==> config.mk <==
export PLATFORM = sky130hd
export DESIGN_NAME = dsip_port
export DESIGN_NICKNAME = d
export VERILOG_FILES = /design/src/rtl/dsip_pkg.sv /design/src/rtl/dsip_sync.sv /design/src/rtl/dsip_edge.sv /design/src/rtl/dsip_port.sv
export SDC_FILE = /design/constraint.sdc
export NUM_CORES = 1
export LEC_CHECK = 0
export ABC_AREA = 1
export BUFFER_PORTS_ARGS = -buffer_cell sky130_fd_sc_hd__buf_4
export CORE_UTILIZATION = 56
export CTS_CLUSTER_DIAMETER = 40
export DETAILED_ROUTE_END_ITERATION = 16
export PLACE_DENSITY_LB_ADDON = 0.25
export SLEW_MARGIN = 10
export SYNTH_ARGS = -nofsm -noshare
export SYNTH_HDL_FRONTEND = slang
export SYNTH_HIERARCHICAL = 1
export SYNTH_SLANG_ARGS = --single-unit
==> constraint.sdc <==
create_clock -name CORE_CLK -period 1.4 [get_ports CORE_CLK]
set_input_delay 0.07 -clock CORE_CLK [delete_from_list [all_inputs] [get_ports CORE_CLK]]
set_output_delay 0.07 -clock CORE_CLK [all_outputs]
set_load 0.01 [all_outputs]
==> src/rtl/dsip_pkg.sv <==
// Constants shared by the DAC serial input port
package dsip_pkg;

	localparam int WORD_BITS = 8;
	localparam int CNT_BITS = 4;
	localparam logic [WORD_BITS-1:0] SHIFT_RESET = 8'h00;
	localparam logic [WORD_BITS-1:0] DAC_RESET = 8'h00;
	localparam logic [CNT_BITS-1:0] CNT_RESET = 4'h0;
	localparam logic [CNT_BITS-1:0] CNT_FULL = 4'h8;

	// Frame states, Gray coded along idle -> shifting -> full
	typedef enum logic [1:0] {
		DSIP_IDLE = 2'b00,
		DSIP_SHIFT = 2'b01,
		DSIP_FULL = 2'b11,
		DSIP_OVER = 2'b10
	} dsip_state_t;

endpackage

==> src/rtl/dsip_sync.sv <==
// Two-flop synchroniser for one asynchronous input
`timescale 1ns/1ns
`default_nettype none
module dsip_sync #(
	parameter logic RESET_VAL = 1'b0
) (
	input wire logic clk,
	input wire logic rst,
	input wire logic ce,
	input wire logic din,
	output logic dout
);

	logic meta_reg;

	always_ff @(posedge clk) begin
		if (rst) begin
			meta_reg <= RESET_VAL;
			dout <= RESET_VAL;
		end else if (ce) begin
			meta_reg <= din;
			dout <= meta_reg;
		end
	end

endmodule // dsip_sync
`default_nettype wire

==> src/rtl/dsip_edge.sv <==
// Edge detector on a synchronised level
`timescale 1ns/1ns
`default_nettype none
module dsip_edge #(
	parameter logic RESET_VAL = 1'b0
) (
	input wire logic clk,
	input wire logic rst,
	input wire logic ce,
	input wire logic level,
	output logic rise,
	output logic fall
);

	logic last_reg;

	always_ff @(posedge clk) begin
		if (rst) begin
			last_reg <= RESET_VAL;
		end else if (ce) begin
			last_reg <= level;
		end
	end

	assign rise = level & ~last_reg;
	assign fall = ~level & last_reg;

endmodule // dsip_edge
`default_nettype wire

==> src/rtl/dsip_port.sv <==
// Write-only serial input port with DAC register
`timescale 1ns/1ns
`default_nettype none
module dsip_port #(
	parameter int WORD_BITS = dsip_pkg::WORD_BITS
) (
	input wire logic CORE_CLK,
	input wire logic SYS_RST,
	input wire logic CLK_EN,
	input wire logic FRAME_SYNC_N,
	input wire logic SERIAL_CLK,
	input wire logic SERIAL_DATA_IN,
	input wire logic LOAD_DAC_STROBE_N,
	output logic [WORD_BITS-1:0] DAC_CODE,
	output logic DAC_UPDATE,
	output logic IF_POWERED,
	output logic WORD_READY
);

	// ------------------------------------------------------------
	// Pin synchronisers and edge finders
	// ------------------------------------------------------------
	logic sync_n_s;
	logic sclk_s;
	logic sdata_s;
	logic load_n_s;
	logic frame_rise;
	logic frame_fall;
	logic sclk_fall;
	logic frame_low;

	dsip_sync #(.RESET_VAL(1'b1)) u_sync_fs (
		.clk(CORE_CLK), .rst(SYS_RST), .ce(CLK_EN), .din(FRAME_SYNC_N), .dout(sync_n_s)
	);
	dsip_sync #(.RESET_VAL(1'b0)) u_sync_sclk (
		.clk(CORE_CLK), .rst(SYS_RST), .ce(CLK_EN), .din(SERIAL_CLK), .dout(sclk_s)
	);
	dsip_sync #(.RESET_VAL(1'b0)) u_sync_sd (
		.clk(CORE_CLK), .rst(SYS_RST), .ce(CLK_EN), .din(SERIAL_DATA_IN), .dout(sdata_s)
	);
	dsip_sync #(.RESET_VAL(1'b1)) u_sync_ld (
		.clk(CORE_CLK), .rst(SYS_RST), .ce(CLK_EN), .din(LOAD_DAC_STROBE_N), .dout(load_n_s)
	);

	dsip_edge #(.RESET_VAL(1'b1)) u_edge_fs (
		.clk(CORE_CLK), .rst(SYS_RST), .ce(CLK_EN), .level(sync_n_s),
		.rise(frame_rise), .fall(frame_fall)
	);
	// Serial clock edges only count while the buffers are powered
	dsip_edge #(.RESET_VAL(1'b0)) u_edge_sclk (
		.clk(CORE_CLK), .rst(SYS_RST), .ce(CLK_EN), .level(sclk_s & IF_POWERED),
		.rise(), .fall(sclk_fall)
	);

	assign frame_low = ~sync_n_s;

	// ------------------------------------------------------------
	// Frame state
	// ------------------------------------------------------------
	dsip_pkg::dsip_state_t state_reg;
	dsip_pkg::dsip_state_t state_next;
	logic [dsip_pkg::CNT_BITS-1:0] cnt_reg;
	logic [WORD_BITS-1:0] shift_reg;
	logic take_bit;

	// A bit is only taken inside an open frame and before the word fills
	assign take_bit = sclk_fall & frame_low & (state_reg == dsip_pkg::DSIP_SHIFT);

	always_comb begin
		state_next = state_reg;
		case (state_reg)
			dsip_pkg::DSIP_IDLE: begin
				if (frame_fall) begin
					state_next = dsip_pkg::DSIP_SHIFT;
				end
			end
			dsip_pkg::DSIP_SHIFT: begin
				if (frame_rise) begin
					state_next = dsip_pkg::DSIP_IDLE;
				end else if (take_bit && cnt_reg == dsip_pkg::CNT_FULL - 4'h1) begin
					state_next = dsip_pkg::DSIP_FULL;
				end
			end
			dsip_pkg::DSIP_FULL: begin
				// Extra clocks after the eighth bit are ignored
				if (frame_rise) begin
					state_next = dsip_pkg::DSIP_IDLE;
				end
			end
			default: begin
				state_next = dsip_pkg::DSIP_IDLE;
			end
		endcase
	end

	always_ff @(posedge CORE_CLK) begin
		if (SYS_RST) begin
			state_reg <= dsip_pkg::DSIP_IDLE;
		end else if (CLK_EN) begin
			state_reg <= state_next;
		end
	end

	// ------------------------------------------------------------
	// Input shift register and bit count
	// ------------------------------------------------------------
	always_ff @(posedge CORE_CLK) begin
		if (SYS_RST) begin
			cnt_reg <= dsip_pkg::CNT_RESET;
		end else if (CLK_EN) begin
			if (frame_fall) begin
				cnt_reg <= dsip_pkg::CNT_RESET;
			end else if (take_bit) begin
				cnt_reg <= cnt_reg + 4'h1;
			end
		end
	end

	always_ff @(posedge CORE_CLK) begin
		if (SYS_RST) begin
			shift_reg <= WORD_BITS'(dsip_pkg::SHIFT_RESET);
		end else if (CLK_EN && take_bit) begin
			shift_reg <= {shift_reg[WORD_BITS-2:0], sdata_s};
		end
	end

	// ------------------------------------------------------------
	// Word-complete flag, interface power and DAC register
	// ------------------------------------------------------------
	// The flag sets at frame close and holds until the next frame opens, so a late load strobe still transfers
	always_ff @(posedge CORE_CLK) begin
		if (SYS_RST) begin
			WORD_READY <= 1'b0;
		end else if (CLK_EN) begin
			if (frame_fall) begin
				WORD_READY <= 1'b0;
			end else if (frame_rise && state_reg == dsip_pkg::DSIP_FULL) begin
				WORD_READY <= 1'b1;
			end
		end
	end

	always_ff @(posedge CORE_CLK) begin
		if (SYS_RST) begin
			IF_POWERED <= 1'b0;
		end else if (CLK_EN) begin
			if (frame_rise) begin
				IF_POWERED <= 1'b0;
			end else if (frame_fall) begin
				IF_POWERED <= 1'b1;
			end
		end
	end

	// Load takes the word once it is complete; a held-low strobe makes
	// this fire one cycle after the closing frame edge, once WORD_READY has set there.
	logic load_now;
	assign load_now = ~load_n_s & WORD_READY & ~frame_fall;

	always_ff @(posedge CORE_CLK) begin
		if (SYS_RST) begin
			DAC_CODE <= WORD_BITS'(dsip_pkg::DAC_RESET);
			DAC_UPDATE <= 1'b0;
		end else if (CLK_EN) begin
			// Level while loading, so a held strobe reads as one long update
			DAC_UPDATE <= load_now;
			if (load_now) begin
				DAC_CODE <= shift_reg;
			end
		end
	end

endmodule // dsip_port
`default_nettype wire

### Word level (Yosys, flattened, before mapping)

Index checks and enable logic that the tools add are counted.

| word-level totals | value |
|---|---|
| memories kept | 0 |
| output and inout bits | 11 |
| word-level logic and storage cells | 60 |
| RAM bits | 0 |
| flip-flop bits (word level) | 35 |
| latch bits | 0 |
| bits of input ports | 7 |
| memory bits (read-only) | 0 |

| operators by class | value |
|---|---|
| equality and inequality tests | 6 |
| multipliers | 0 |
| shift operators | 0 |
| div/mod/pow operators | 0 |
| $lt $le $gt $ge | 0 |
| reduce and logical (&&, ||, !) cells | 12 |
| $add $sub $neg | 1 |
| mux-type cells | 11 |
| bitwise logic cells | 13 |

Operators with widths:

| operator | count |
|---|---|
| AND 1 bit | 8 |
| 2-to-1 mux 2 bit | 4 |
| 2-to-1 mux 4 bit | 2 |
| AND reduction 2 bit | 4 |
| one-hot mux 2 bit (3 select lines) | 1 |
| nonzero test 2 bit | 3 |
| inverter 1 bit | 5 |
| adder 4 x 1 -> 4 bit, second input constant | 1 |
| equality test 4 x 3 -> 1 bit, second input constant | 1 |
| 2-to-1 mux 1 bit | 4 |
| != test 2 bit, second input constant | 2 |
| AND reduction 4 bit | 1 |
| logical AND 1 bit | 3 |
| != test 3 x 2 -> 1 bit, second input constant | 1 |
| equality test 2 x 1 -> 1 bit, second input constant | 1 |
| equality test 2 bit, second input constant | 1 |
| zero test 2 bit | 1 |

### Depth between registers and ports, before layout

Gate-level depths: netlist of the first run.

| depth | value |
|---|---|
| word-level depth | 9 |
| depth in mapped cells | 11 |
| depth with buffers taken out | 11 |

### Modules after synthesis

Netlist of the first run, hierarchy kept.

By module, submodules not included:

| module | seq. area each (um2) | times used | cells an instance | area each (um2) |
|---|---|---|---|---|
| dsip_port | 500.5 | 1 | 144 | 1041.0 |
| dsip_sync at u_sync_sclk ... | 40.0 | 2 | 13 | 81.3 |
| dsip_sync at u_sync_fs ... | 40.0 | 2 | 10 | 72.6 |
| dsip_edge at u_edge_sclk | 20.0 | 1 | 10 | 61.3 |
| dsip_edge at u_edge_fs | 20.0 | 1 | 10 | 55.1 |

### Least setup slack after synthesis of the first run

OpenSTA, ideal clock, no wires.

| timing path | value |
|---|---|
| kind | register to register |
| from | reg IF_POWERED |
| to | reg cnt_reg[1] in the netlist's numbering |
| clock period less this slack | 1.255 ns |
| cell stages (with the launch flop) | 10 |
| data required time | 1.330 ns |
| slack | 0.145 ns |
| arrival | 1.186 ns |
| path through | dfxtp_1 -> nand2_1 -> inv_1 -> nor2_1 -> inv_1 -> nor2_2 -> nand2_1 -> nor2_4 -> nand3_2 -> a21oi_1 |

| between the ends | value |
|---|---|
| word-level cells in the longest chain between the ends | 7 |

RTL lines:

| item | RTL line | text |
|---|---|---|
| start, declared | dsip_port.sv:16 | `output logic IF_POWERED,` |
| start signal, assigned | dsip_port.sv:145 | `IF_POWERED <= 1'b0;` |
| start signal, assigned | dsip_port.sv:148 | `IF_POWERED <= 1'b0;` |
| start signal, assigned | dsip_port.sv:150 | `IF_POWERED <= 1'b1;` |
| AND 1 bit | dsip_port.sv:51 | `.clk(CORE_CLK), .rst(SYS_RST), .ce(CLK_EN), .level(sclk_s & IF_POWERED),` |
| inverter 1 bit | dsip_edge.sv:26 | `assign fall = ~level & last_reg;` |
| AND 1 bit | dsip_edge.sv:26 |  |
| named net sclk_fall | dsip_port.sv:29 | `logic sclk_fall;` |
| AND 1 bit (2 in series) | dsip_port.sv:67 | `assign take_bit = sclk_fall & frame_low & (state_reg == dsip_pkg::DSIP_SHIFT);` |
| nonzero test 2 bit (no source line) | - |  |
| AND reduction 2 bit (no source line) | - |  |
| end signal, assigned | dsip_port.sv:109 | `cnt_reg <= dsip_pkg::CNT_RESET;` |
| end signal, assigned | dsip_port.sv:112 | `cnt_reg <= dsip_pkg::CNT_RESET;` |
| end signal, assigned | dsip_port.sv:114 | `cnt_reg <= cnt_reg + 4'h1;` |
| end, declared | dsip_port.sv:62 | `logic [dsip_pkg::CNT_BITS-1:0] cnt_reg;` |

The timed path passes the listed nets, and every way through them passes these cells.
A chain may end at the register's enable or synchronous reset.

### Worst setup path after layout of the first run

| timing path | value |
|---|---|
| from | reg IF_POWERED |
| to | reg cnt_reg[3] in the netlist's numbering |

Same word-level chain as after synthesis.

==> results of run 1 <==
## power breakdown
group          internal (mW)  total [mW]  switching [mW]
clock network          0.557       0.888           0.330
logic                 0.0774       0.206           0.128
registers               1.03        1.05          0.0255
## per-layer routing
metal / up-vias / global-route usage / part of all wire
met1: 613 / 0.242 / 0.41
met3: 9 / 0.103 / 0.050
li1: 700 / - / -
met2: 40 / 0.458 / 0.52
met4: 0 / 0.114 / 0.020
met5: - / 0 / 0
## timing repair
item | in CTS | in global routing
hold buffers | 3 | 0
endpoints found under the hold margin | 5 | 0
setup buffers | 0 | 1
gates resized for setup | 0 | 16
endpoints found under the setup margin | 0 | 22
## worst max-delay path by stage
stage                              start            to  slack, ps  cells past startpoint
after floorplan               IF_POWERED    cnt_reg[1]        140                      9
after global placement    u_sync_fs/dout  state_reg[0]        150                     10
after detailed placement  u_sync_fs/dout  state_reg[0]         60                     10
after CTS                 u_sync_fs/dout  state_reg[0]          3                     10
after global routing          IF_POWERED    cnt_reg[3]        -50                     11
final                         IF_POWERED    cnt_reg[3]         70                     11
## critical path, stage by stage, from the launching register on
cell and delay [ps]:
dfxtp_2 340, nand2_2 60, inv_2 40, nor2_1 70, inv_1 70, nor2_4 130, buf_6 120, nand2_4 80
nand2_4 100, nand3_1 90, nand2_1 90, nor2_1 40
## area by class of cell
| cell class | instances | area share |
|---|---|---|
| Timing Repair Buffer | 22 | 0.0974 |
| Clock inverter | 2 | 0.0332 |
| Tap cell | 30 | 0.0207 |
| Inverter | 30 | 0.0622 |
| Multi-Input combinational cell | 143 | 0.372 |
| Clock buffer | 6 | 0.0228 |
| Sequential cell | 35 | 0.391 |
==> results_dict.tcl, run 1 <==
set metrics [dict create \
    status "finished, final reports clean" \
    die_w_um 53.1 \
    globalplace.congestion 0.767 \
    final_layout_size_suffix_gt1_frac 0.218 \
    synthesis.area_um2 1460 \
    most-common-layout-cells "54 x nor2_1, 31 x dfxtp_1, 31 x nand2_1" \
    layout_commonest_cell "nor2_1" \
    cts_tree "built" \
    power.density_nw_per_um2 1180 \
    clockBufferDepth 2 \
    htree_levels 2 \
    dp_cells 255 \
    worstMarginPinSlew_ps 483 \
    fin_ws_ps 66.4 \
    drt_iter0_markers 22 \
    timing.rr.start "IF_POWERED" \
    via_count 1362 \
    r2r_setup_slack_ps 70 \
    min_path_type "in2reg" \
    syn_area_per_cell_um2 6.99 \
    die_h_um 53.1 \
    timing_hold_violations_final 0 \
    rsz0062_at_grt "true" \
    numCtsBuffers 5 \
    crit_required_ps 1640 \
    p_leak_nw 0.876 \
    antenna-diode-count 0 \
    wl_um 3110 \
    relSlewSlack 0.677 \
    final_cells 268 \
    cts_sinks 35 \
    clkTransAtPathRegs_ps 110 \
    ir_worst_vdd_v 0.00168 \
    min-delay-start "SERIAL_CLK" \
    setup_tns_ps 0 \
    drc 0 \
    min_period_over_period 0.953 \
    crit_fanout 10 \
    overflow 0 \
    fin_util 0.731 \
    nets 245 \
    rr_worst_depth 11 \
    viasPerCell 5.08 \
    yosys_warnings 6 \
    critPathKind "reg2reg" \
    wl_per_cell_um 11.6 \
    grt_pass1_wl_um 4970 \
    grt_antenna_before_repair 0 \
    clk_latency_ps 350 \
    grt_pass1_vias 1273 \
    synthCells 209 \
    place_ws_ps 56.8 \
    ant_nets 0 \
    root_buffer "clkbuf_4" \
    grt.total_usage 0.251 \
    max_freq_mhz 750 \
    ff_latch_area_um2 708 \
    rows 18 \
    finalSetupViolCount 0 \
    final.min_clock_period_ps 1330 \
    io_buffers 17 \
    post_dp_cell_area_um2 1630 \
    grt_max_degree 26 \
    core-area_um2 2480 \
    finClkSkew_ps 10.1 \
    dp_hpwl_um 2060 \
    drtPass1Iterations 6 \
    regToRegEndpoint "cnt_reg[3]" \
    drv_slew 0 \
    final.fill_count 200 \
    initial_core_util 0.590 \
    total_power_mw 2.14 \
    multi_input_area_um2 674 \
    stdcell_area_um2 1810 \
    syn-num-nets 217 \
    whs_ps 8.94 \
    pin_count 18 \
    whs_endpoint "u_sync_sclk/meta_reg" \
    arrival_ps 1580 \
    die_area_um2 2820 \
    hold_depth 5 \
    drv_cap 0 \
    worstSetupEndpointType "register" \
    area_delta_synth_final_pct 23.9 \
    crit_path_start_kind "register" \
]
(Power assumes the default switching activity.)
==> run 2, diff against run 1 <==
--- a/config.mk
+++ b/config.mk
@@ -7,7 +7,8 @@
 export LEC_CHECK = 0
 export ABC_AREA = 1
 export BUFFER_PORTS_ARGS = -buffer_cell sky130_fd_sc_hd__buf_4
-export CORE_UTILIZATION = 56
+export CORE_UTILIZATION = 59
+export CTS_BUF_LIST = sky130_fd_sc_hd__clkbuf_4 sky130_fd_sc_hd__clkbuf_8
 export CTS_CLUSTER_DIAMETER = 40
 export DETAILED_ROUTE_END_ITERATION = 16
 export PLACE_DENSITY_LB_ADDON = 0.25
==> run 2 against run 1 <==
Via count down 3.8%. Final area down 4.2%. Total power is 17% lower. Count of clock-buffer cells in the layout down 1. Die area is 4.9% lower. Critical path depth is 2 lower. Maximum frequency rose by 3.2%. Register-to-register slack better by 40 ps. Wire length down 7.2%. Core utilization rose by 3.1 points. First-iteration DRC count increased by 59%. Final cell count down 1.1%. Largest cell class unchanged.
==> results_dict.tcl, run 2 (synthesis results as in run 1) <==
set metrics [dict create \
    finalSetupViolCount 0 \
    cts_tree "built" \
    final_layout_size_suffix_gt1_frac 0.203 \
    via_count 1310 \
    drc 0 \
    core-area_um2 2280 \
    rows 17 \
    nets 244 \
    slowest_delay_ps 360 \
    drtPass1Iterations 4 \
    grt_pass1_wl_um 4890 \
    status "finished, final reports clean" \
    dp_cells 253 \
    dp_hpwl_um 1980 \
    crit_chain "nand2_2 -> inv_2 -> nor2_1 -> inv_1 -> nor2_4 -> nand2_1 -> nor2_4 -> o21ai_1 -> a21oi_1" \
    pin_count 18 \
    relSlewSlack 0.692 \
    crit_path_start_kind "register" \
    grt_max_degree 26 \
    root_buffer "clkbuf_4" \
    die_w_um 51.8 \
    wl_per_cell_um 10.9 \
    path_depth 9 \
    drv_cap 0 \
    area_delta_synth_final_pct 18.7 \
    grt_antenna_before_repair 0 \
    timing_hold_violations_final 0 \
    min_path_type "in2reg" \
    slowest_stage "dfxtp_2" \
    overflow 0 \
    total_power_mw 1.78 \
    clk_latency_ps 340 \
    antenna-diode-count 0 \
    crit_required_ps 1680 \
    wl_um 2880 \
    clkTransAtPathRegs_ps 110 \
    regToRegEndpoint "cnt_reg[0]" \
    rr_worst_depth 9 \
    min-delay-start "SERIAL_CLK" \
    ant_nets 0 \
    p_leak_nw 0.848 \
    finClkSkew_ps 12.7 \
    crit_buf_inv 2 \
    whs_endpoint "u_sync_sclk/meta_reg" \
    crit_fanout 5 \
    arrival_ps 1580 \
    layout_commonest_cell "nor2_1" \
    viasPerCell 4.94 \
    io_buffers 17 \
    drv_slew 0 \
    power.density_nw_per_um2 1030 \
    die_area_um2 2680 \
    cp_top_family "simple AND/OR/NAND/NOR gates" \
    hold_depth 5 \
    crit_top_cell "nor2_4" \
    clockBufferDepth 2 \
    die_h_um 51.8 \
    drt_iter0_markers 35 \
    worstMarginPinSlew_ps 462 \
    ir_worst_vdd_v 0.000961 \
    whs_ps 23.9 \
    cts_sinks 35 \
    critPathKind "reg2reg" \
    fin_util 0.762 \
    htree_levels 2 \
    worstSetupEndpointType "register" \
    globalplace.congestion 0.827 \
    r2r_setup_slack_ps 110 \
    min_period_over_period 0.923 \
    final.min_clock_period_ps 1290 \
    grt_pass1_vias 1179 \
    most-common-layout-cells "55 x nor2_1, 33 x dfxtp_1, 33 x nand2_1" \
    initial_core_util 0.642 \
    rsz0062_at_grt "true" \
    final_cells 265 \
    numCtsBuffers 5 \
    timing.rr.start "IF_POWERED" \
    max_freq_mhz 773 \
    grt.total_usage 0.260 \
]
-- run 2: changes by cell type in the layout (fill, tap and decap cells not counted), sizes merged --
cell,before,now
bufinv,2,0
buf,19,18
clkbuf,6,5
clkinv,0,3
-- run 2: cell type report --
class / count / area [µm²]
inverter: 30 / 113
fill: 176 / 542
clock inverter: 3 / 15.0
timing repair buffer: 21 / 169
multi-input combinational: 143 / 662
sequential: 35 / 703
tap: 28 / 35.0
clock buffer: 5 / 37.5
-- run 2: stage by stage --
stage / setup TNS [ps] / cell area (µm²) / setup WS (ps)
after floorplan: 0 / 1460 / 145
after global placement: 0 / 1620 / 130
after detailed placement: 0 / 1620 / 93.8
after CTS: 0 / 1710 / 58.5
after global routing: -23.3 / 1730 / -22.8
final: 0 / 1730 / 107
-- run 2: power breakdown --
| group | internal [mW] | switching, mW | total [mW] | leakage (nW) |
|---|---|---|---|---|
| clock | 0.187 | 0.344 | 0.531 | 0.0347 |
| sequential | 1.03 | 0.0244 | 1.05 | 0.285 |
| combinational | 0.0750 | 0.123 | 0.198 | 0.528 |
-- run 2: timing repair --
action	4_1_cts	5_1_grt
endpoints found under the setup margin	0	17
hold endpoints to repair	5	0
buffers inserted	0	0
gates resized for setup	0	10
hold buffers	3	0
-- run 2: tightest hold or removal path, stage by stage --
cell and delay [ps]:
buf_4 70, inv_1 30, nand2_1 40, nand2_1 40, nor2_1 70
-- run 2: worst max path at each step --
| stage | end | slack, ps | from |
|---|---|---|---|
| 2_1_floorplan | cnt_reg[1] | 140 | IF_POWERED |
| 3_3_place_gp | cnt_reg[0] | 130 | IF_POWERED |
| 3_5_place_dp | state_reg[0] | 90 | u_sync_fs/dout |
| 4_1_cts | cnt_reg[0] | 60 | IF_POWERED |
| 5_1_grt | state_reg[0] | -20 | u_sync_fs/dout |
| 6_report | cnt_reg[0] | 110 | IF_POWERED |
-- run 2: metal layers --
metal | wire length (µm) | vias to the layer above | GRT usage | share of wire
met1 | 1260 | 572 | 0.270 | 0.44
li1 | - | 699 | - | -
met4 | 50 | 0 | 0.135 | 0.017
met3 | 119 | 4 | 0.0789 | 0.041
met2 | 1460 | 35 | 0.465 | 0.51
met5 | 0 | - | 0 | 0
